File: config.mk
export PLATFORM = sky130hd
export DESIGN_NAME = fep_top
export DESIGN_NICKNAME = d
export VERILOG_FILES = /design/src/fep_sticky_bank.v /design/src/fep_msg_sender.v /design/src/fep_top.v
export VERILOG_INCLUDE_DIRS = /design/src
export SDC_FILE = /design/constraint.sdc
export NUM_CORES = 1
export LEC_CHECK = 0
export BUFFER_PORTS_ARGS = -buffer_cell sky130_fd_sc_hd__buf_4
export CAP_MARGIN = 20
export CELL_PAD_IN_SITES_DETAIL_PLACEMENT = 1
export CELL_PAD_IN_SITES_GLOBAL_PLACEMENT = 2
export CORE_MARGIN = 1
export CORE_UTILIZATION = 36
export DETAILED_ROUTE_END_ITERATION = 10
export PLACE_DENSITY = 0.86
export SLEW_MARGIN = 10
export SYNTH_ARGS = -nofsm -noshare
export SYNTH_HDL_FRONTEND = slang
export SYNTH_SLANG_ARGS = --single-unit
File: constraint.sdc
create_clock -name sys_clk -period 4.4 [get_ports sys_clk]
set_input_delay 0.88 -clock sys_clk [delete_from_list [all_inputs] [get_ports sys_clk]]
set_output_delay 0.88 -clock sys_clk [all_outputs]
set_load 0.05 [all_outputs]
File: src/fep_consts.vh
// Offsets, field positions and reset values of the fault event pending logic
`ifndef FEP_CONSTS_VH
`define FEP_CONSTS_VH

// Register byte offsets on the register bus
`define FEP_OFF_STATUS    12'h034
`define FEP_OFF_CTL       12'h038
`define FEP_OFF_DATA      12'h03C
`define FEP_OFF_ADDR      12'h040
`define FEP_OFF_UADDR     12'h044
`define FEP_OFF_IRQ_STS   12'h048
`define FEP_OFF_IRQ_EN    12'h04C

// Control register fields
`define FEP_CTL_MASK_BIT  31
`define FEP_CTL_PEND_BIT  30
`define FEP_CTL_KEEP_MSB  29
`define FEP_CTL_MASK_RST  1'h1
`define FEP_CTL_PEND_RST  1'h0
`define FEP_CTL_KEEP_RST  30'h00000000

// Fault status fields: primary flag alone, then advanced..overflow contiguous
`define FEP_STS_PPF_BIT   1
`define FEP_STS_W1C_LSB   3
`define FEP_STS_W1C_W     5
`define FEP_NUM_REC       8

// Local interrupt status and enable
`define FEP_IRQ_W         7
`define FEP_IRQ_EN_RST    7'h00

// Register bus answers
`define FEP_RESP_OKAY     2'h0
`define FEP_RESP_SLVERR   2'h2

`endif

File: src/fep_sticky_bank.v
// Bank of sticky flags, set by hardware and cleared by writing a one
`timescale 1ns/1ps
module fep_sticky_bank #(
    parameter WIDTH = 5
) (
    input  wire             sys_clk,   // Core clock
    input  wire             rstn,      // Synchronous reset, active low
    input  wire [WIDTH-1:0] set_in,    // Hardware set pulses
    input  wire [WIDTH-1:0] clr_in,    // Software clear pulses
    output wire [WIDTH-1:0] flags      // Current flag values
);

    reg [WIDTH-1:0] flag_q;

    assign flags = flag_q;

    ////////////////////////////////////////////////////////////////////////
    // One flop per flag; set beats clear so no event is lost
    genvar g;
    generate
        for (g = 0; g < WIDTH; g = g + 1) begin : g_flag
            always @(posedge sys_clk) begin
                if (!rstn) begin
                    flag_q[g] <= 1'b0;
                end else if (set_in[g]) begin
                    flag_q[g] <= 1'b1;
                end else if (clr_in[g]) begin
                    flag_q[g] <= 1'b0;
                end
            end
        end
    endgenerate

endmodule

File: src/fep_msg_sender.v
// Message write launcher holding address and data until the fabric takes them
`timescale 1ns/1ps
module fep_msg_sender (
    input  wire        sys_clk,    // Core clock
    input  wire        rstn,       // Synchronous reset, active low
    input  wire        start,      // Launch one message write
    input  wire [31:0] data_in,    // Message data to send
    input  wire [31:0] addr_in,    // Message lower address
    input  wire [31:0] uaddr_in,   // Message upper address
    input  wire        msg_ready,  // Fabric accepts the write
    output reg         msg_valid,  // Write offered to the fabric
    output reg  [31:0] msg_data,   // Offered data
    output reg  [31:0] msg_addr,   // Offered lower address
    output reg  [31:0] msg_uaddr,  // Offered upper address
    output wire        busy,       // Write launched, not yet taken
    output wire        done        // Write taken this cycle
);

    assign busy = msg_valid;
    assign done = msg_valid & msg_ready;

    ////////////////////////////////////////////////////////////////////////
    // Payload is frozen at launch so later register writes cannot tear it
    always @(posedge sys_clk) begin
        if (!rstn) begin
            msg_valid <= 1'b0;
            msg_data  <= 32'h00000000;
            msg_addr  <= 32'h00000000;
            msg_uaddr <= 32'h00000000;
        end else if (start && !msg_valid) begin
            msg_valid <= 1'b1;
            msg_data  <= data_in;
            msg_addr  <= addr_in;
            msg_uaddr <= uaddr_in;
        end else if (msg_valid && msg_ready) begin
            msg_valid <= 1'b0;
        end
    end

endmodule

File: src/fep_top.v
// Fault event pending logic with register bus, status flags and message launch
//
// Overview of operation
// - Pending bit 30 of the control register is read-only, resets to 0 and sets on any condition, except one arriving in the cycle the fabric takes the message.
// - In primary mode a newly recorded fault setting the primary flag is a condition.
// - In advanced mode writing log record 0 and setting the advanced flag is a condition.
// - A queue error sets the queue error flag and is a condition.
// - A bad invalidation completion sets the completion error flag and is a condition.
// - An invalidation completion time-out sets the timeout flag and is a condition.
// - A page request queue overflow sets the overflow flag and is a condition.
// - Pending stays set while the message is held undelivered.
// - The message is held while the mask bit is set or the fabric cannot take it.
// - Pending clears once the message is sent or software removes its cause.
// - Clearing the mask while a message is held sends it, then clears pending.
// - Software clearing all relevant flags before launch drops the held message and the pending bit.
// - Mask bit 31 of the control register resets to 1 and blocks sending while set.
// - With the mask clear, a condition sends a write of the data and address registers.
// - The primary flag is the OR of all fault recording valid bits.
`timescale 1ns/1ps
`include "fep_consts.vh"
module fep_top (
    input  wire        sys_clk, // Core clock, 100 MHz
    input  wire        rstn, // Synchronous reset, active low
    input  wire [11:0] s_axi_awaddr, // Write address
    input  wire        s_axi_awvalid, // Write address valid
    output wire        s_axi_awready, // Write address ready
    input  wire [31:0] s_axi_wdata, // Write data
    input  wire [3:0]  s_axi_wstrb, // Write byte strobes
    input  wire        s_axi_wvalid, // Write data valid
    output wire        s_axi_wready, // Write data ready
    output reg  [1:0]  s_axi_bresp, // Write response
    output reg         s_axi_bvalid, // Write response valid
    input  wire        s_axi_bready, // Write response ready
    input  wire [11:0] s_axi_araddr, // Read address
    input  wire        s_axi_arvalid, // Read address valid
    output wire        s_axi_arready, // Read address ready
    output reg  [31:0] s_axi_rdata, // Read data
    output reg  [1:0]  s_axi_rresp, // Read response
    output reg         s_axi_rvalid, // Read data valid
    input  wire        s_axi_rready, // Read data ready
    input  wire        adv_log_active, // High: advanced logging, low: primary
    input  wire [7:0]  rec_valid, // Valid bits of the fault recording registers
    input  wire        adv_first_evt, // Record 0 of the fault log written
    input  wire        queue_err_evt, // Invalidation queue error
    input  wire        cpl_err_evt, // Invalid invalidation completion
    input  wire        cpl_timeout_evt, // Invalidation completion time-out
    input  wire        prq_overflow_evt, // Page request queue overflow
    output wire        msg_valid, // Message write offered
    input  wire        msg_ready, // Fabric takes the write
    output wire [31:0] msg_data, // Message data
    output wire [31:0] msg_addr, // Message lower address
    output wire [31:0] msg_uaddr, // Message upper address
    output wire        irq // Level, high while an enabled event is logged
);

    ////////////////////////////////////////////////////////////////////////
    // Register storage
    reg                         message_mask_bit;
    reg                         message_pending_bit;
    reg [`FEP_CTL_KEEP_MSB:0]   ctl_keep;
    reg [31:0]                  msg_data_reg;
    reg [31:2]                  msg_addr_reg;
    reg [31:0]                  msg_uaddr_reg;
    reg [`FEP_IRQ_W-1:0]        irq_en;
    reg                         ppf_q;

    // Write channel capture
    reg                         aw_got;
    reg                         w_got;
    reg [11:0]                  aw_addr_q;
    reg [31:0]                  w_data_q;
    reg [3:0]                   w_strb_q;

    wire                        wr_fire;
    wire [11:0]                 wr_addr;
    wire                        primary_pending_flag;
    wire [`FEP_STS_W1C_W-1:0]   sts_flags;
    wire [`FEP_STS_W1C_W-1:0]   sts_set;
    wire [`FEP_STS_W1C_W-1:0]   sts_clr;
    wire [`FEP_IRQ_W-1:0]       irq_sts;
    wire [`FEP_IRQ_W-1:0]       irq_set;
    wire [`FEP_IRQ_W-1:0]       irq_clr;
    wire                        advanced_pending_flag;
    wire                        queue_error_flag;
    wire                        completion_error_flag;
    wire                        completion_timeout_flag;
    wire                        page_request_overflow_flag;
    wire                        cond_primary;
    wire                        cond_adv;
    wire                        cond_any;
    wire                        causes_clear;
    wire                        send_busy;
    wire                        send_done;
    wire                        send_start;
    wire [31:0]                 sts_read;
    wire [31:0]                 ctl_read;
    wire [31:0]                 ctl_new  = merge({2'b00, ctl_keep}, w_data_q, w_strb_q);
    wire [31:0]                 addr_new = merge({msg_addr_reg, 2'b00}, w_data_q, w_strb_q);

    ////////////////////////////////////////////////////////////////////////
    // Byte-strobe merge for plain read/write registers
    function [31:0] merge;
        input [31:0] old_v;
        input [31:0] new_v;
        input [3:0]  strb;
        integer      i;
        begin
            for (i = 0; i < 4; i = i + 1) begin
                merge[i*8 +: 8] = strb[i] ? new_v[i*8 +: 8] : old_v[i*8 +: 8];
            end
        end
    endfunction

    ////////////////////////////////////////////////////////////////////////
    // Write channel: address and data taken in either order, one at a time
    assign s_axi_awready = !aw_got && !s_axi_bvalid;
    assign s_axi_wready  = !w_got && !s_axi_bvalid;
    assign wr_fire       = aw_got && w_got && !s_axi_bvalid;
    assign wr_addr       = {aw_addr_q[11:2], 2'b00};

    always @(posedge sys_clk) begin
        if (!rstn) begin
            aw_got    <= 1'b0;
            w_got     <= 1'b0;
            aw_addr_q <= 12'h000;
            w_data_q  <= 32'h00000000;
            w_strb_q  <= 4'h0;
        end else begin
            if (s_axi_awvalid && s_axi_awready) begin
                aw_got    <= 1'b1;
                aw_addr_q <= s_axi_awaddr;
            end else if (wr_fire) begin
                aw_got <= 1'b0;
            end
            if (s_axi_wvalid && s_axi_wready) begin
                w_got    <= 1'b1;
                w_data_q <= s_axi_wdata;
                w_strb_q <= s_axi_wstrb;
            end else if (wr_fire) begin
                w_got <= 1'b0;
            end
        end
    end

    // Write response, one cycle after both halves are held
    always @(posedge sys_clk) begin
        if (!rstn) begin
            s_axi_bvalid <= 1'b0;
            s_axi_bresp  <= `FEP_RESP_OKAY;
        end else if (wr_fire) begin
            s_axi_bvalid <= 1'b1;
            case (wr_addr)
                `FEP_OFF_STATUS, `FEP_OFF_CTL, `FEP_OFF_DATA, `FEP_OFF_ADDR,
                `FEP_OFF_UADDR, `FEP_OFF_IRQ_STS, `FEP_OFF_IRQ_EN: begin
                    s_axi_bresp <= `FEP_RESP_OKAY;
                end
                default: begin
                    s_axi_bresp <= `FEP_RESP_SLVERR;
                end
            endcase
        end else if (s_axi_bready) begin
            s_axi_bvalid <= 1'b0;
        end
    end

    ////////////////////////////////////////////////////////////////////////
    // Plain read/write registers; the pending bit is never written
    always @(posedge sys_clk) begin
        if (!rstn) begin
            message_mask_bit <= `FEP_CTL_MASK_RST;
            ctl_keep         <= `FEP_CTL_KEEP_RST;
            msg_data_reg     <= 32'h00000000;
            msg_addr_reg     <= 30'h00000000;
            msg_uaddr_reg    <= 32'h00000000;
            irq_en           <= `FEP_IRQ_EN_RST;
        end else if (wr_fire) begin
            case (wr_addr)
                `FEP_OFF_CTL: begin
                    if (w_strb_q[3]) begin
                        message_mask_bit <= w_data_q[`FEP_CTL_MASK_BIT];
                    end
                    // Kept only for readback, no effect on messaging
                    ctl_keep <= ctl_new[`FEP_CTL_KEEP_MSB:0];
                end
                `FEP_OFF_DATA: begin
                    msg_data_reg <= merge(msg_data_reg, w_data_q, w_strb_q);
                end
                `FEP_OFF_ADDR: begin
                    msg_addr_reg <= addr_new[31:2];
                end
                `FEP_OFF_UADDR: begin
                    msg_uaddr_reg <= merge(msg_uaddr_reg, w_data_q, w_strb_q);
                end
                `FEP_OFF_IRQ_EN: begin
                    if (w_strb_q[0]) begin
                        irq_en <= w_data_q[`FEP_IRQ_W-1:0];
                    end
                end
                default: ;
            endcase
        end
    end

    ////////////////////////////////////////////////////////////////////////
    // Fault status flags and interrupt conditions
    assign primary_pending_flag = |rec_valid;

    always @(posedge sys_clk) begin
        if (!rstn) begin
            ppf_q <= 1'b0;
        end else begin
            ppf_q <= primary_pending_flag;
        end
    end

    // Primary condition is the flag rising, not the flag level
    assign cond_primary = !adv_log_active && primary_pending_flag && !ppf_q;
    // Advanced flag only sets while clear, so later records raise nothing
    assign cond_adv     = adv_log_active && adv_first_evt && !advanced_pending_flag;
    assign sts_set = {prq_overflow_evt,
                      cpl_timeout_evt,
                      cpl_err_evt,
                      queue_err_evt,
                      cond_adv};
    assign sts_clr = (wr_fire && wr_addr == `FEP_OFF_STATUS && w_strb_q[0])
                     ? w_data_q[`FEP_STS_W1C_LSB +: `FEP_STS_W1C_W]
                     : {`FEP_STS_W1C_W{1'b0}};
    fep_sticky_bank #(.WIDTH (`FEP_STS_W1C_W)) u_status (
        .sys_clk (sys_clk),
        .rstn    (rstn),
        .set_in  (sts_set),
        .clr_in  (sts_clr),
        .flags   (sts_flags)
    );
    assign advanced_pending_flag      = sts_flags[0];
    assign queue_error_flag           = sts_flags[1];
    assign completion_error_flag      = sts_flags[2];
    assign completion_timeout_flag    = sts_flags[3];
    assign page_request_overflow_flag = sts_flags[4];
    assign cond_any = cond_primary | cond_adv | queue_err_evt | cpl_err_evt
                      | cpl_timeout_evt | prq_overflow_evt;
    // No flag of the active mode left: event serviced
    assign causes_clear = !(adv_log_active ? advanced_pending_flag : primary_pending_flag)
                          && !queue_error_flag && !completion_error_flag
                          && !completion_timeout_flag
                          && !page_request_overflow_flag;

    ////////////////////////////////////////////////////////////////////////
    // Pending state and launch; a launched write cannot be withdrawn
    assign send_start = message_pending_bit && !message_mask_bit
                        && !send_busy && !causes_clear;

    always @(posedge sys_clk) begin
        if (!rstn) begin
            message_pending_bit <= `FEP_CTL_PEND_RST;
        end else if (send_done) begin
            message_pending_bit <= 1'b0;
        end else if (cond_any) begin
            // Already pending: merged into the held message
            message_pending_bit <= 1'b1;
        end else if (causes_clear && !send_busy) begin
            message_pending_bit <= 1'b0;
        end else begin
            message_pending_bit <= message_pending_bit;
        end
    end

    fep_msg_sender u_sender (
        .sys_clk   (sys_clk),
        .rstn      (rstn),
        .start     (send_start),
        .data_in   (msg_data_reg),
        .addr_in   ({msg_addr_reg, 2'b00}),
        .uaddr_in  (msg_uaddr_reg),
        .msg_ready (msg_ready),
        .msg_valid (msg_valid),
        .msg_data  (msg_data),
        .msg_addr  (msg_addr),
        .msg_uaddr (msg_uaddr),
        .busy      (send_busy),
        .done      (send_done)
    );

    ////////////////////////////////////////////////////////////////////////
    // Local interrupt: sticky events gated by the enable register
    assign irq_set = {send_done, prq_overflow_evt, cpl_timeout_evt, cpl_err_evt,
                      queue_err_evt, cond_adv, cond_primary};
    assign irq_clr = (wr_fire && wr_addr == `FEP_OFF_IRQ_STS && w_strb_q[0])
                     ? w_data_q[`FEP_IRQ_W-1:0] : {`FEP_IRQ_W{1'b0}};
    fep_sticky_bank #(.WIDTH (`FEP_IRQ_W)) u_irq (
        .sys_clk (sys_clk),
        .rstn    (rstn),
        .set_in  (irq_set),
        .clr_in  (irq_clr),
        .flags   (irq_sts)
    );

    assign irq = |(irq_sts & irq_en);

    ////////////////////////////////////////////////////////////////////////
    // Read channel, answer one cycle after the address is taken
    assign sts_read = {24'h000000, sts_flags, 1'b0, primary_pending_flag, 1'b0};
    assign ctl_read = {message_mask_bit, message_pending_bit, ctl_keep};
    assign s_axi_arready = !s_axi_rvalid;

    always @(posedge sys_clk) begin
        if (!rstn) begin
            s_axi_rvalid <= 1'b0;
            s_axi_rdata  <= 32'h00000000;
            s_axi_rresp  <= `FEP_RESP_OKAY;
        end else if (s_axi_arvalid && s_axi_arready) begin
            s_axi_rvalid <= 1'b1;
            s_axi_rresp  <= `FEP_RESP_OKAY;
            case ({s_axi_araddr[11:2], 2'b00})
                `FEP_OFF_STATUS:  s_axi_rdata <= sts_read;
                `FEP_OFF_CTL:     s_axi_rdata <= ctl_read;
                `FEP_OFF_DATA:    s_axi_rdata <= msg_data_reg;
                `FEP_OFF_ADDR:    s_axi_rdata <= {msg_addr_reg, 2'b00};
                `FEP_OFF_UADDR:   s_axi_rdata <= msg_uaddr_reg;
                `FEP_OFF_IRQ_STS: s_axi_rdata <= {25'h0000000, irq_sts};
                `FEP_OFF_IRQ_EN:  s_axi_rdata <= {25'h0000000, irq_en};
                default: begin
                    s_axi_rdata <= 32'h00000000;
                    s_axi_rresp <= `FEP_RESP_SLVERR;
                end
            endcase
        end else if (s_axi_rready) begin
            s_axi_rvalid <= 1'b0;
        end
    end

endmodule

Word-level counts from Yosys, hierarchy flattened
Index checks and enable logic that the tools add are counted.
{"block": "word_totals", "register_bits": 329, "inputBits": 82, "word_cells": 189}
{"block": "op_classes", "n_mux": 41, "bitwise": 8, "eq_ne": 14, "reduce_logical": 80}
{"operator": "$pmux 32 s7", "n": 1}
{"operator": "$eq 10x5->1 const B", "n": 8}
{"operator": "$eq 10x4->1 const B", "n": 6}
{"operator": "$reduce_and 3->1", "n": 17}
{"operator": "$mux 1", "n": 36}
{"operator": "$reduce_bool 2->1", "n": 18}
{"operator": "$logic_and 1x1->1", "n": 25}
{"operator": "$reduce_or 7->1", "n": 3}
{"operator": "$logic_not 1->1", "n": 15}
{"operator": "$reduce_or 8->1", "n": 1}
{"operator": "$and 7x7->7", "n": 1}
{"operator": "$mux 7", "n": 1}
{"operator": "$mux 5", "n": 1}
{"operator": "$or 1x1->1", "n": 5}
{"operator": "$mux 2", "n": 2}
{"operator": "$reduce_or 2->1", "n": 1}
{"operator": "$and 1x1->1", "n": 1}
{"operator": "$not 1->1", "n": 1}

Logic depth before layout (Yosys ltp)
Gate-level depths: netlist of the first run.
{"block": "depth", "ltp_word": 11, "ltp_mapped": 7}

Modules after synthesis
A second synthesis of the first run with hierarchy kept.
{"block": "unflattened", "hier_cells": 1462, "hier_area_um2": 13414.1}
{"mod": "fep_top", "cells_each": 1004, "n_inst": 1, "area_per_inst_um2": 9092.5}
{"mod": "fep_msg_sender", "cells_each": 422, "n_inst": 1, "area_per_inst_um2": 3878.7}
{"mod": "fep_sticky_bank (u_irq)", "cells_each": 21, "n_inst": 1, "area_per_inst_um2": 236.5}
{"mod": "fep_sticky_bank (u_status)", "cells_each": 15, "n_inst": 1, "area_per_inst_um2": 206.4}

Worst setup path after synthesis of the first run
No wires, ideal clock.
{"block": "synth_path", "kind": "input to register", "startpoint": "in rec_valid[5]", "endpoint": "reg u_sender.msg_data[23]", "setup_ps": 132, "t_required_ps": 4268, "path_slack_ps": 2012, "stages": 6, "arrival_ps": 2256, "path_buffers": 2, "path_cell_list": "nor4_1 > a31oi_1 > clkbuf_1 > buf_2 > o211ai_1 > a21oi_1"}
{"block": "synth_via", "elab_chain_len": 10}
{"item": "start, declared", "line": "fep_top.v:42", "rtl": "input wire [7:0] rec_valid,"}
{"item": "$reduce_or 8->1", "line": "fep_top.v:206", "rtl": "assign primary_pending_flag = |rec_valid;"}
{"item": "$mux 1", "line": "fep_top.v:243", "rtl": "assign causes_clear = !(adv_log_active ? advanced_pending_flag : primary_pending_flag)"}
{"item": "$logic_not 1->1", "line": "fep_top.v:243"}
{"item": "$logic_and 1x1->1 (2 in a row)", "line": "fep_top.v:244", "rtl": "&& !queue_error_flag && !completion_error_flag"}
{"item": "$logic_and 1x1->1", "line": "fep_top.v:245", "rtl": "&& !completion_timeout_flag"}
{"item": "$logic_and 1x1->1", "line": "fep_top.v:246", "rtl": "&& !page_request_overflow_flag;"}
{"item": "$logic_not 1->1", "line": "fep_top.v:251", "rtl": "&& !send_busy && !causes_clear;"}
{"item": "$logic_and 1x1->1", "line": "fep_top.v:251"}
{"item": "$logic_and 1x1->1", "line": "fep_msg_sender.v:30", "rtl": "end else if (start && !msg_valid) begin"}
{"item": "end signal, assigned", "line": "fep_msg_sender.v:32", "rtl": "msg_data <= data_in;"}
{"item": "end, declared", "line": "fep_msg_sender.v:12", "rtl": "output reg [31:0] msg_data,"}
Every way passes these cells.
A chain may end at the register's enable or synchronous reset.

Worst setup path in the final report of the first run
{"block": "layout_path", "startpoint": "reg u_status.flag_q[2], in the netlist u_status.flags[2]", "endpoint": "reg u_sender.msg_addr[25]"}
{"block": "layout_via", "elab_chain_len": 7}
{"item": "start, declared", "line": "fep_sticky_bank.v:13", "rtl": "reg [WIDTH-1:0] flag_q;"}
{"item": "start signal, assigned by index", "line": "fep_sticky_bank.v:24", "rtl": "flag_q[g] <= 1'b0;"}
{"item": "start signal, assigned by index", "line": "fep_sticky_bank.v:26", "rtl": "flag_q[g] <= 1'b1;"}
{"item": "start signal, assigned by index", "line": "fep_sticky_bank.v:28", "rtl": "flag_q[g] <= 1'b0;"}
{"item": "$logic_not 1->1", "line": "fep_top.v:244"}
{"item": "$logic_and 1x1->1", "line": "fep_top.v:244"}
{"item": "$logic_and 1x1->1", "line": "fep_top.v:245"}
{"item": "$logic_and 1x1->1", "line": "fep_top.v:246"}
{"item": "$logic_not 1->1", "line": "fep_top.v:251"}
{"item": "$logic_and 1x1->1", "line": "fep_top.v:251"}
{"item": "$logic_and 1x1->1", "line": "fep_msg_sender.v:30"}
{"item": "end signal, assigned", "line": "fep_msg_sender.v:33", "rtl": "msg_addr <= addr_in;"}
{"item": "end, declared", "line": "fep_msg_sender.v:13", "rtl": "output reg [31:0] msg_addr,"}
Every way passes these cells.

==> metrics, run 1 <==
Post-synth top cells=dfxtp_1 (325), nand2_1 (237), a21oi_1 (214); Req. time, crit path=4.84 ns; setup slack, reg-to-reg=1.15 ns; Final Cycle Share=73.90%; Slowest-stage cell, CP=or4_2; sequential fraction of the synthesis area=45.81%; antenna viol nets, final=0; CTS tree=done; WL final=52,430 um; Clock transition at path regs=0.06 ns; WP data arrival=3.69 ns; DRT iter0 DRCs=1,034; Max Clock Freq=307.5 MHz; # port buffers=212; max-slew violation count=0; Pwr Density=389.4 nW/um2; Post-synth top flop=dfxtp_1; Max-Cap Viols=0; status=complete, no violations; Final Net Count=1,876; H-tree levels=2; chip width=200.6 um; # diodes=0; critical path, cell by cell=or4_2 -> and4b_2 -> buf_12 -> o21ai_0 -> a21oi_1; fraction of layout cells with a size suffix above 1=19.27%; worst hold path type=register to register; routed len/inst=22.47 um; gr usage total=25.53%; DRT Pass-1 Iters=5; dominant cell type by area after synthesis=dfxtp_1; final setup fails=0; number of antenna violations at the first check in global routing=1; Die H=200.6 um; Post-Synthesis Cell Area=14,200 um2; Post-CTS Hold Fix Bufs=0; full die area=40,250 um2; # resized after CTS=0; Mapped Cells=1,687; I/O pins=221; Synth Area per Inst=8.419 um2; filler instances=4,562; row count=72; Worst Tran Pin Value=1.273 ns; via count=13,410; unrepaired setup endpoints after global routing=false; Rel. slew slack=15.15%; fin crit period=3.252 ns; Clock Tree Root=clkbuf_16; CP Class=register to register; HPWL after DPL=35,800 um; worst skew pair latency=0.52 ns; area grow syn2layout=21.32%; Core Box Area=38,740 um2; Sink Count=325; cts bufs inserted=38; grt ovf=0; number of synthesized flops with an enable pin=0; post-CTS repair timing setup buffer count=0; synth warn=0; startpoint types=register; Yosys top cell area share=45.81%; vias in the first global route=13,360; total power=6709 uW; leakage=0.005859 uW; CTS Buffer Depth=3; async set-reset flop share out of synthesis=0%; final hold violations=0; Final TNS setup=0 ns; first-pass GRT wire length=81,560 um; Clock Skew=0.008203 ns; #FFs+latches synth=325; critical path's largest stage delay=1.07 ns; largest net degree at the start of global routing=214; Netlist cell types=62; vias per std cell=5.746; initial core utilization=36.67%; gpl congestion=0.8856; # DRC=0; top-count cell post-synth=dfxtp_1; dominant cells by area after synthesis=dfxtp_1 (46%), a21oi_1 (7.5%), nand2_1 (6.3%); Worst Path Max Fanout=62; crit path capture type=register; Worst VDD drop=0.1899 mV
-- power by group --
group | switching [uW] | internal, uW | leakage (uW)
clock | 1240 | 1990 | 0.000610
combinational | 303 | 125 | 0.00262
sequential | 68.9 | 2980 | 0.00263
-- critical path: cells and delay by family (launching register included) --
kind / cells / cell delay (ns)
compound gates: 2 / 0.34
simple gates: 2 / 2.03
buf+inv: 1 / 0.34
flops: 1 / 0.34
-- cell type report --
class	instances	area, um2	share of cell area [%]
inverters	12	50.05	0.2904
flip-flops and latches	325	6506	37.76
repair buffers	241	1854	10.76
clock buffers	55	1119	6.491
well taps	518	648.1	3.761
clock inverters	7	137.6	0.7987
multi-input cells	1176	6917	40.14
-- cells in the final DEF, fill, tap and decap left out, types with 3 or more instances in the layout --
cell and count:
dfxtp_1 325, nand2_1 237, buf_4 237, a21oi_1 214, o21ai_0 139, o211ai_1 99
mux2i_1 83, nand3_1 77, nor4_1 69, o21ai_1 60, clkbuf_16 41, nand3b_1 28
a31oi_1 23, mux2_2 19, nor3_1 16, or3b_2 15, inv_1 10, clkbuf_1 10
nor2_2 9, and2_1 7, nor2_1 6, a221oi_1 6, nand4_1 5, nor2b_1 5
a22o_1 5, conb_1 4, clkbuf_8 4, bufinv_16 4, nand2b_1 3, o31ai_1 3
a32oi_1 3, a22oi_1 3, buf_12 3
-- worst paths after layout --
kind | startpoint | endpoint | cells past startpoint
setup reg to reg | u_status.flags[2] | u_sender.msg_addr[25] | 5
hold reg to reg | s_axi_rdata[29] | s_axi_rdata[29] | 2
setup / recovery | u_status.flags[2] | u_sender.msg_addr[25] | 5
hold / removal | s_axi_rdata[29] | s_axi_rdata[29] | 2
-- per-layer routing --
layer | vias to the layer above | track usage, % | part of all wire (%)
met5 | - | 0 | 0
met4 | 0 | 7.552 | 2.5
met3 | 68 | 2.938 | 5.1
met2 | 385 | 38.78 | 44
met1 | 6616 | 37.69 | 49
li1 | 6343 | - | -
-- through the flow --
stage / util (%) / hold WS, ns / area (um2) / std cells / worst slack [ns]
after floorplan: - / 0.4303 / 14210 / 1690 / 2.012
after global placement: 41.20 / 0.4397 / 15960 / 2271 / 1.148
after detailed placement: 41.24 / 0.4471 / 15980 / 2272 / 1.081
after CTS: 44.48 / 0.4601 / 17230 / 2334 / 1.162
after global routing: 44.48 / 0.4791 / 17230 / 2334 / 1.054
final: 44.48 / 0.4544 / 17230 / 2334 / 1.148
-- kinds of logic after synthesis --
logic type / Yosys count / synth area share [%]
AO/OA/AOI/OAI: 569 / 22.90
multiplexers: 103 / 7.514
flip-flops: 325 / 45.81
other: 1 / 0.02640
AND/OR/NAND/NOR: 500 / 17.94
buffers and inverters: 189 / 5.805
No activity file was read; power rests on OpenSTA's default activity.
==> run 2: changes to the inputs <==
--- a/config.mk
+++ b/config.mk
@@ -6,14 +6,15 @@
 export SDC_FILE = /design/constraint.sdc
 export NUM_CORES = 1
 export LEC_CHECK = 0
+export ABC_AREA = 1
 export BUFFER_PORTS_ARGS = -buffer_cell sky130_fd_sc_hd__buf_4
 export CAP_MARGIN = 20
 export CELL_PAD_IN_SITES_DETAIL_PLACEMENT = 1
 export CELL_PAD_IN_SITES_GLOBAL_PLACEMENT = 2
 export CORE_MARGIN = 1
-export CORE_UTILIZATION = 36
+export CORE_UTILIZATION = 32
 export DETAILED_ROUTE_END_ITERATION = 10
-export PLACE_DENSITY = 0.86
+export PLACE_DENSITY = 0.81
 export SLEW_MARGIN = 10
 export SYNTH_ARGS = -nofsm -noshare
 export SYNTH_HDL_FRONTEND = slang
==> constraint.sdc (replaced) <==
create_clock -name sys_clk -period 3.4 [get_ports sys_clk]
set_input_delay 0.68 -clock sys_clk [delete_from_list [all_inputs] [get_ports sys_clk]]
set_output_delay 0.68 -clock sys_clk [all_outputs]
set_load 0.05 [all_outputs]
==> metrics, run 2 <==
largest net degree at the start of global routing=172 (was 214); pre-CTS WS=0.5853 ns (was 1.081 ns); # DRC=0 (unchanged); Mapped Cells=1,697 (was 1,687); first-pass GRT wire length=71,040 um (was 81,560 um); Max-Cap Viols=0 (unchanged); gpl congestion=0.8579 (was 0.8856); H-tree levels=2 (unchanged); number of antenna violations at the first check in global routing=0 (was 1); Clock Skew=0.01789 ns (was 0.008203 ns); top-count cell post-synth=dfxtp_1 (unchanged); Post-Synthesis Cell Area=13,000 um2 (was 14,200 um2); critical path, cell by cell=a22o_1 -> a221oi_1 -> nand4_1 -> buf_4 (was or4_2 -> and4b_2 -> buf_12 -> o21ai_0 -> a21oi_1); Rel. slew slack=55.65% (was 15.15%); Max Clock Freq=411.6 MHz; worst hold path type=input port to register (was register to register); Pwr Density=534.4 nW/um2 (was 389.4 nW/um2); Worst Setup EP=irq (was u_sender.msg_addr[25]); dominant cells by area after synthesis=dfxtp_1 (50%), a21oi_1 (12%), o21ai_0 (9.4%) (was dfxtp_1 (46%), a21oi_1 (7.5%), nand2_1 (6.3%)); leakage=0.006119 uW (was 0.005859 uW); Clock transition at path regs=0.06 ns (about the same); sequential fraction of the synthesis area=50.04% (was 45.81%); vias in the first global route=12,170 (was 13,360); Final Net Count=1,932 (was 1,876); reg2reg end=msg_data_reg[28] (was u_sender.msg_addr[25]); unrepaired setup endpoints after global routing=false (unchanged); number of synthesized flops with an enable pin=0 (unchanged); WP data arrival=1.75 ns (was 3.69 ns); CP Class=register to output pin (was register to register); CTS Buffer Depth=3 (unchanged); Die H=203.6 um (was 200.6 um); commonest non-fill, non-tap cells in the layout=dfxtp_1 (325), a21oi_1 (307), o21ai_0 (245) (was dfxtp_1 (325), nand2_1 (237), buf_4 (237)); synth warn=0 (unchanged); vias per std cell=5.075 (was 5.746); via count=12,190 (was 13,410); CTS tree=done (unchanged); Slowest-stage cell, CP=dfxtp_1 (was or4_2); grt ovf=0 (unchanged); Sink Count=325 (unchanged); Final WS setup=0.9703 ns (was 1.148 ns); Clock Tree Root=clkbuf_16 (unchanged); Worst VDD drop=0.2601 mV (was 0.1899 mV); antenna viol nets, final=0 (unchanged); fraction of layout cells with a size suffix above 1=17.42% (was 19.27%); Netlist cell types=32 (was 62); setup slack, reg-to-reg=1.15 ns (about the same); crit path capture type=output pin (was register); final hold violations=0 (unchanged); commonest non-fill, non-tap cell in the layout=dfxtp_1 (unchanged); WL final=45,820 um (was 52,430 um); gr usage total=21.89% (was 25.53%); final setup fails=0 (unchanged); routed len/inst=19.07 um (was 22.47 um); #FFs+latches synth=325 (unchanged); Final TNS setup=0 ns (unchanged); Req. time, crit path=2.72 ns (was 4.84 ns); dominant cell type by area after synthesis=dfxtp_1 (unchanged); Post-synth top flop=dfxtp_1 (unchanged); full die area=41,440 um2 (was 40,250 um2); chip width=203.6 um (was 200.6 um); area grow syn2layout=25.11% (was 21.32%); row count=73 (was 72); # diodes=0 (unchanged); Synth Area per Inst=7.662 um2 (was 8.419 um2); post-CTS repair timing setup buffer count=0 (unchanged); I/O pins=221 (unchanged); DRT iter0 DRCs=714 (was 1,034); R2R depth=6 (was 5); async set-reset flop share out of synthesis=0% (unchanged); status=complete, no violations (unchanged); Worst Path Max Fanout=3 (was 62); HPWL after DPL=30,920 um (was 35,800 um); final cell count without fillers=2,402 (was 2,334); Hold Slack=0.4068 ns (was 0.4544 ns); startpoint types=register (unchanged); cts bufs inserted=38 (unchanged); Yosys top cell area share=50.04% (was 45.81%); Final Cycle Share=71.46%; Worst Tran Pin Value=0.6652 ns (was 1.273 ns); initial core utilization=32.58% (was 36.67%); Hold Path Cell Cnt=3 (was 2); critical path's largest stage delay=0.33 ns (was 1.07 ns); fin crit period=2.430 ns; Reg-to-Reg Start=aw_addr_q[10] (was u_status.flags[2]); critical path startpoint=irq_en[3] (was u_status.flags[2]); dpl cells=2,335 (was 2,272); worst skew pair latency=0.53 ns (was 0.52 ns); Post-CTS Hold Fix Bufs=0 (unchanged); # resized after CTS=0 (unchanged); Core Box Area=39,910 um2 (was 38,740 um2); # port buffers=212 (unchanged); max-slew violation count=0 (unchanged); total power=8693 uW (was 6709 uW); Post-synth top cells=dfxtp_1 (325), a21oi_1 (307), o21ai_0 (245) (was dfxtp_1 (325), nand2_1 (237), a21oi_1 (214)); DRT Pass-1 Iters=5 (unchanged)
[run 2: stage by stage]
| stage | area (um2) | util (%) |
|---|---|---|
| after floorplan | 13010 | - |
| final | 16270 | 40.75 |
| after CTS | 16270 | 40.75 |
| after global placement | 14950 | 37.46 |
| after global routing | 16270 | 40.75 |
| after detailed placement | 14950 | 37.46 |
[run 2: final cells by class]
class                   count  area, um2
fillers                  4858      23650
flip-flops and latches    325       6506
multi-input cells        1089       5360
repair buffers            230       1802
clock buffers              58       1190
well taps                 525      656.9
inverters                 166      625.6
clock inverters             9      126.4
[run 2: how the worst min path moves through the flow]
stage | endpoint | startpoint
floorplan | ctl_keep[0] | ctl_keep[0]
global placement | ctl_keep[24] | ctl_keep[24]
detailed placement | ctl_keep[10] | ctl_keep[10]
CTS | s_axi_bvalid | s_axi_bready
global route | s_axi_bvalid | s_axi_bready
finish | w_strb_q[3] | s_axi_wstrb[3]
[run 2: critical path, delay by kind of cell (launching register included)]
kind,cells,cell delay [ns]
AO/OA/AOI/OAI,2,0.49
buffers and inverters,1,0.23
flip-flops,1,0.33
AND/OR/NAND/NOR,1,0.17
[run 2: power by group]
group	switching, uW	internal (uW)
Sequential	60.1	3880
Clock	1610	2640
Combinational	358	152
[run 2: layer usage]
layer,up-vias,track usage [%],routed length [um],part of all wire [%]
met3,53,3.260,2034,4.4
met4,0,6.015,932,2.0
met5,-,0,0,0
met1,5838,31.14,22260,49
li1,6019,-,-,-
met2,279,34.25,20590,45
[run 2: logic make-up (layout without fill, tap and decap cells)]
logic type | after synthesis | count (layout) | synth area share (%)
AOI/OAI and AO/OA | 578 | 578 | 22.83
other | 1 | 4 | 0.02884
DFF | 325 | 325 | 50.04
buffers and inverters | 286 | 463 | 9.084
and+or+nand+nor | 507 | 507 | 18.02
==> run 3: changes to the inputs <==
--- a/config.mk
+++ b/config.mk
@@ -12,9 +12,9 @@
 export CELL_PAD_IN_SITES_DETAIL_PLACEMENT = 1
 export CELL_PAD_IN_SITES_GLOBAL_PLACEMENT = 2
 export CORE_MARGIN = 1
-export CORE_UTILIZATION = 32
+export CORE_UTILIZATION = 29
 export DETAILED_ROUTE_END_ITERATION = 10
-export PLACE_DENSITY = 0.81
+export PLACE_DENSITY = 0.78
 export SLEW_MARGIN = 10
 export SYNTH_ARGS = -nofsm -noshare
 export SYNTH_HDL_FRONTEND = slang
==> constraint.sdc (replaced) <==
create_clock -name sys_clk -period 2 [get_ports sys_clk]
set_input_delay 0.4 -clock sys_clk [delete_from_list [all_inputs] [get_ports sys_clk]]
set_output_delay 0.4 -clock sys_clk [all_outputs]
set_load 0.05 [all_outputs]
==> metrics, run 3 (synthesized netlist as in run 2, its figures left out) <==
status=finished, violations left (was complete, no violations); failing checks=negative setup slack; area grow syn2layout=28.94% (was 25.11%); max-slew violation count=0 (unchanged); I/O pins=221 (unchanged); pre-CTS WS=0.04596 ns (was 0.5853 ns); number of antenna violations at the first check in global routing=0 (unchanged); vias in the first global route=12,390 (was 12,170); Pwr Density=860.3 nW/um2 (was 534.4 nW/um2); Crit path max-delay family=compound AO/OA/AOI/OAI gates (unchanged); gr usage total=20.94% (was 21.89%); largest net degree at the start of global routing=70 (was 172); worst skew pair latency=0.56 ns (was 0.53 ns); WP buf/inv=1 (unchanged); commonest non-fill, non-tap cell in the layout=dfxtp_1 (unchanged); # diodes=0 (unchanged); vias per std cell=4.913 (was 5.075); final hold violations=0 (unchanged); Req. time, crit path=1.60 ns (was 2.72 ns); filler instances=5,318 (was 4,858); CP Class=register to output pin (unchanged); CTS Buffer Depth=3 (unchanged); Hold Slack=0.1071 ns (was 0.4068 ns); HPWL after DPL=33,820 um (was 30,920 um); fin crit period=2.069 ns; unrepaired setup endpoints after global routing=true (was false); WP data arrival=1.67 ns (was 1.75 ns); Slowest-stage cell, CP=dfxtp_2 (was dfxtp_1); commonest non-fill, non-tap cells in the layout=dfxtp_1 (323), a21oi_1 (307), buf_4 (254) (was dfxtp_1 (325), a21oi_1 (307), o21ai_0 (245)); Core Box Area=44,220 um2 (was 39,910 um2); DP Area=15,480 um2 (was 14,950 um2); Clock Tree Root=clkbuf_16 (unchanged); Final Cycle Share=103.5%; routed len/inst=19.00 um (was 19.07 um); critical path, cell by cell=a22o_1 -> a221oi_2 -> nand4_1 -> buf_6 (was a22o_1 -> a221oi_1 -> nand4_1 -> buf_4); WL final=47,720 um (was 45,820 um); worst hold path type=input port to register (unchanged); DRT Pass-1 Iters=5 (unchanged); row count=77 (was 73); Worst VDD drop=0.4996 mV (was 0.2601 mV); critical path's largest stage delay=0.32 ns (was 0.33 ns); Die H=213.7 um (was 203.6 um); full die area=45,690 um2 (was 41,440 um2); # port buffers=212 (unchanged); Worst Tran Pin Value=0.5205 ns (was 0.6652 ns); fraction of layout cells with a size suffix above 1=19.64% (was 17.42%); gpl congestion=0.8452 (was 0.8579); antenna viol nets, final=0 (unchanged); Design Area, Final=16,760 um2 (was 16,270 um2); Final WS setup=-0.06947 ns (was 0.9703 ns); final setup fails=1 (was 0); H-tree levels=2 (unchanged); leakage=0.006348 uW (was 0.006119 uW); CTS tree=done (unchanged); startpoint types=register (unchanged); # DRC=0 (unchanged); Final Net Count=1,976 (was 1,932); initial core utilization=29.40% (was 32.58%); Final TNS setup=-0.06947 ns (was 0 ns); Rel. slew slack=65.21% (was 55.65%); Clock Skew=0.02466 ns (was 0.01789 ns); DRT iter0 DRCs=530 (was 714); cts bufs inserted=38 (unchanged); Worst Path Max Fanout=3 (unchanged); first-pass GRT wire length=73,380 um (was 71,040 um); Clock transition at path regs=0.06 ns (about the same); Sink Count=325 (unchanged); Max Clock Freq=483.2 MHz; via count=12,340 (was 12,190); crit path capture type=output pin (unchanged); chip width=213.7 um (was 203.6 um); Max-Cap Viols=0 (unchanged); grt ovf=0 (unchanged)
[run 3: routing by layer]
| layer | track usage [%] | wire [um] | up-vias |
|---|---|---|---|
| met5 | 0 | 0 | - |
| li1 | - | - | 6104 |
| met1 | 29.40 | 23420 | 5963 |
| met3 | 3.032 | 1756 | 54 |
| met4 | 5.665 | 884 | 0 |
| met2 | 33.35 | 21660 | 220 |
[run 3: worst paths after layout]
check,startpoint,endpoint,cells past startpoint,slack [ns]
worst min register to register,ctl_keep[9],ctl_keep[9],2,0.45
worst max-delay path,irq_en[3],irq,4,-0.07
worst max register to register,aw_addr_q[10],msg_uaddr_reg[20],7,0.20
worst min-delay path,s_axi_awaddr[10],aw_addr_q[10],3,0.11
[run 3: area by class of cell]
| class | count | area, um2 | share of cell area (%) |
|---|---|---|---|
| clock buffer | 56 | 1109 | 6.612 |
| clock inverter | 10 | 98.84 | 0.5896 |
| inverter | 166 | 625.6 | 3.732 |
| multi-input combinational | 1089 | 5384 | 32.11 |
| sequential | 325 | 6509 | 38.82 |
| tap | 592 | 740.7 | 4.418 |
| timing repair buffer | 274 | 2298 | 13.71 |
[run 3: through the flow]
stage | power [uW] | instances | utilization [%]
4_1_cts | 14620 | 2509 | 37.78
2_1_floorplan | 7307 | 1700 | -
6_report | 14420 | 2512 | 37.91
3_3_place_gp | 7738 | 2442 | 35.00
5_1_grt | 14950 | 2512 | 37.91
3_5_place_dp | 7759 | 2442 | 35.00
[run 3: timing repair]
item / CTS / global route
hold buffers: 0 / 0
buffers inserted: 1 / 3
resized for setup: 4 / 4
pin swaps: 1 / 3
endpoints found under the setup margin: 1 / 29
[run 3: tightest hold or removal path, stage by stage]
cell and delay, ns:
buf_4 0.07, o21ai_0 0.07, nor2_1 0.07
[run 3: where the power goes]
group	internal [uW]	switching [uW]	leakage (uW)
sequential	6590	104	0.00263
combinational	294	628	0.00312
clock	3970	2830	0.000590
total	10900	3560	0.00635
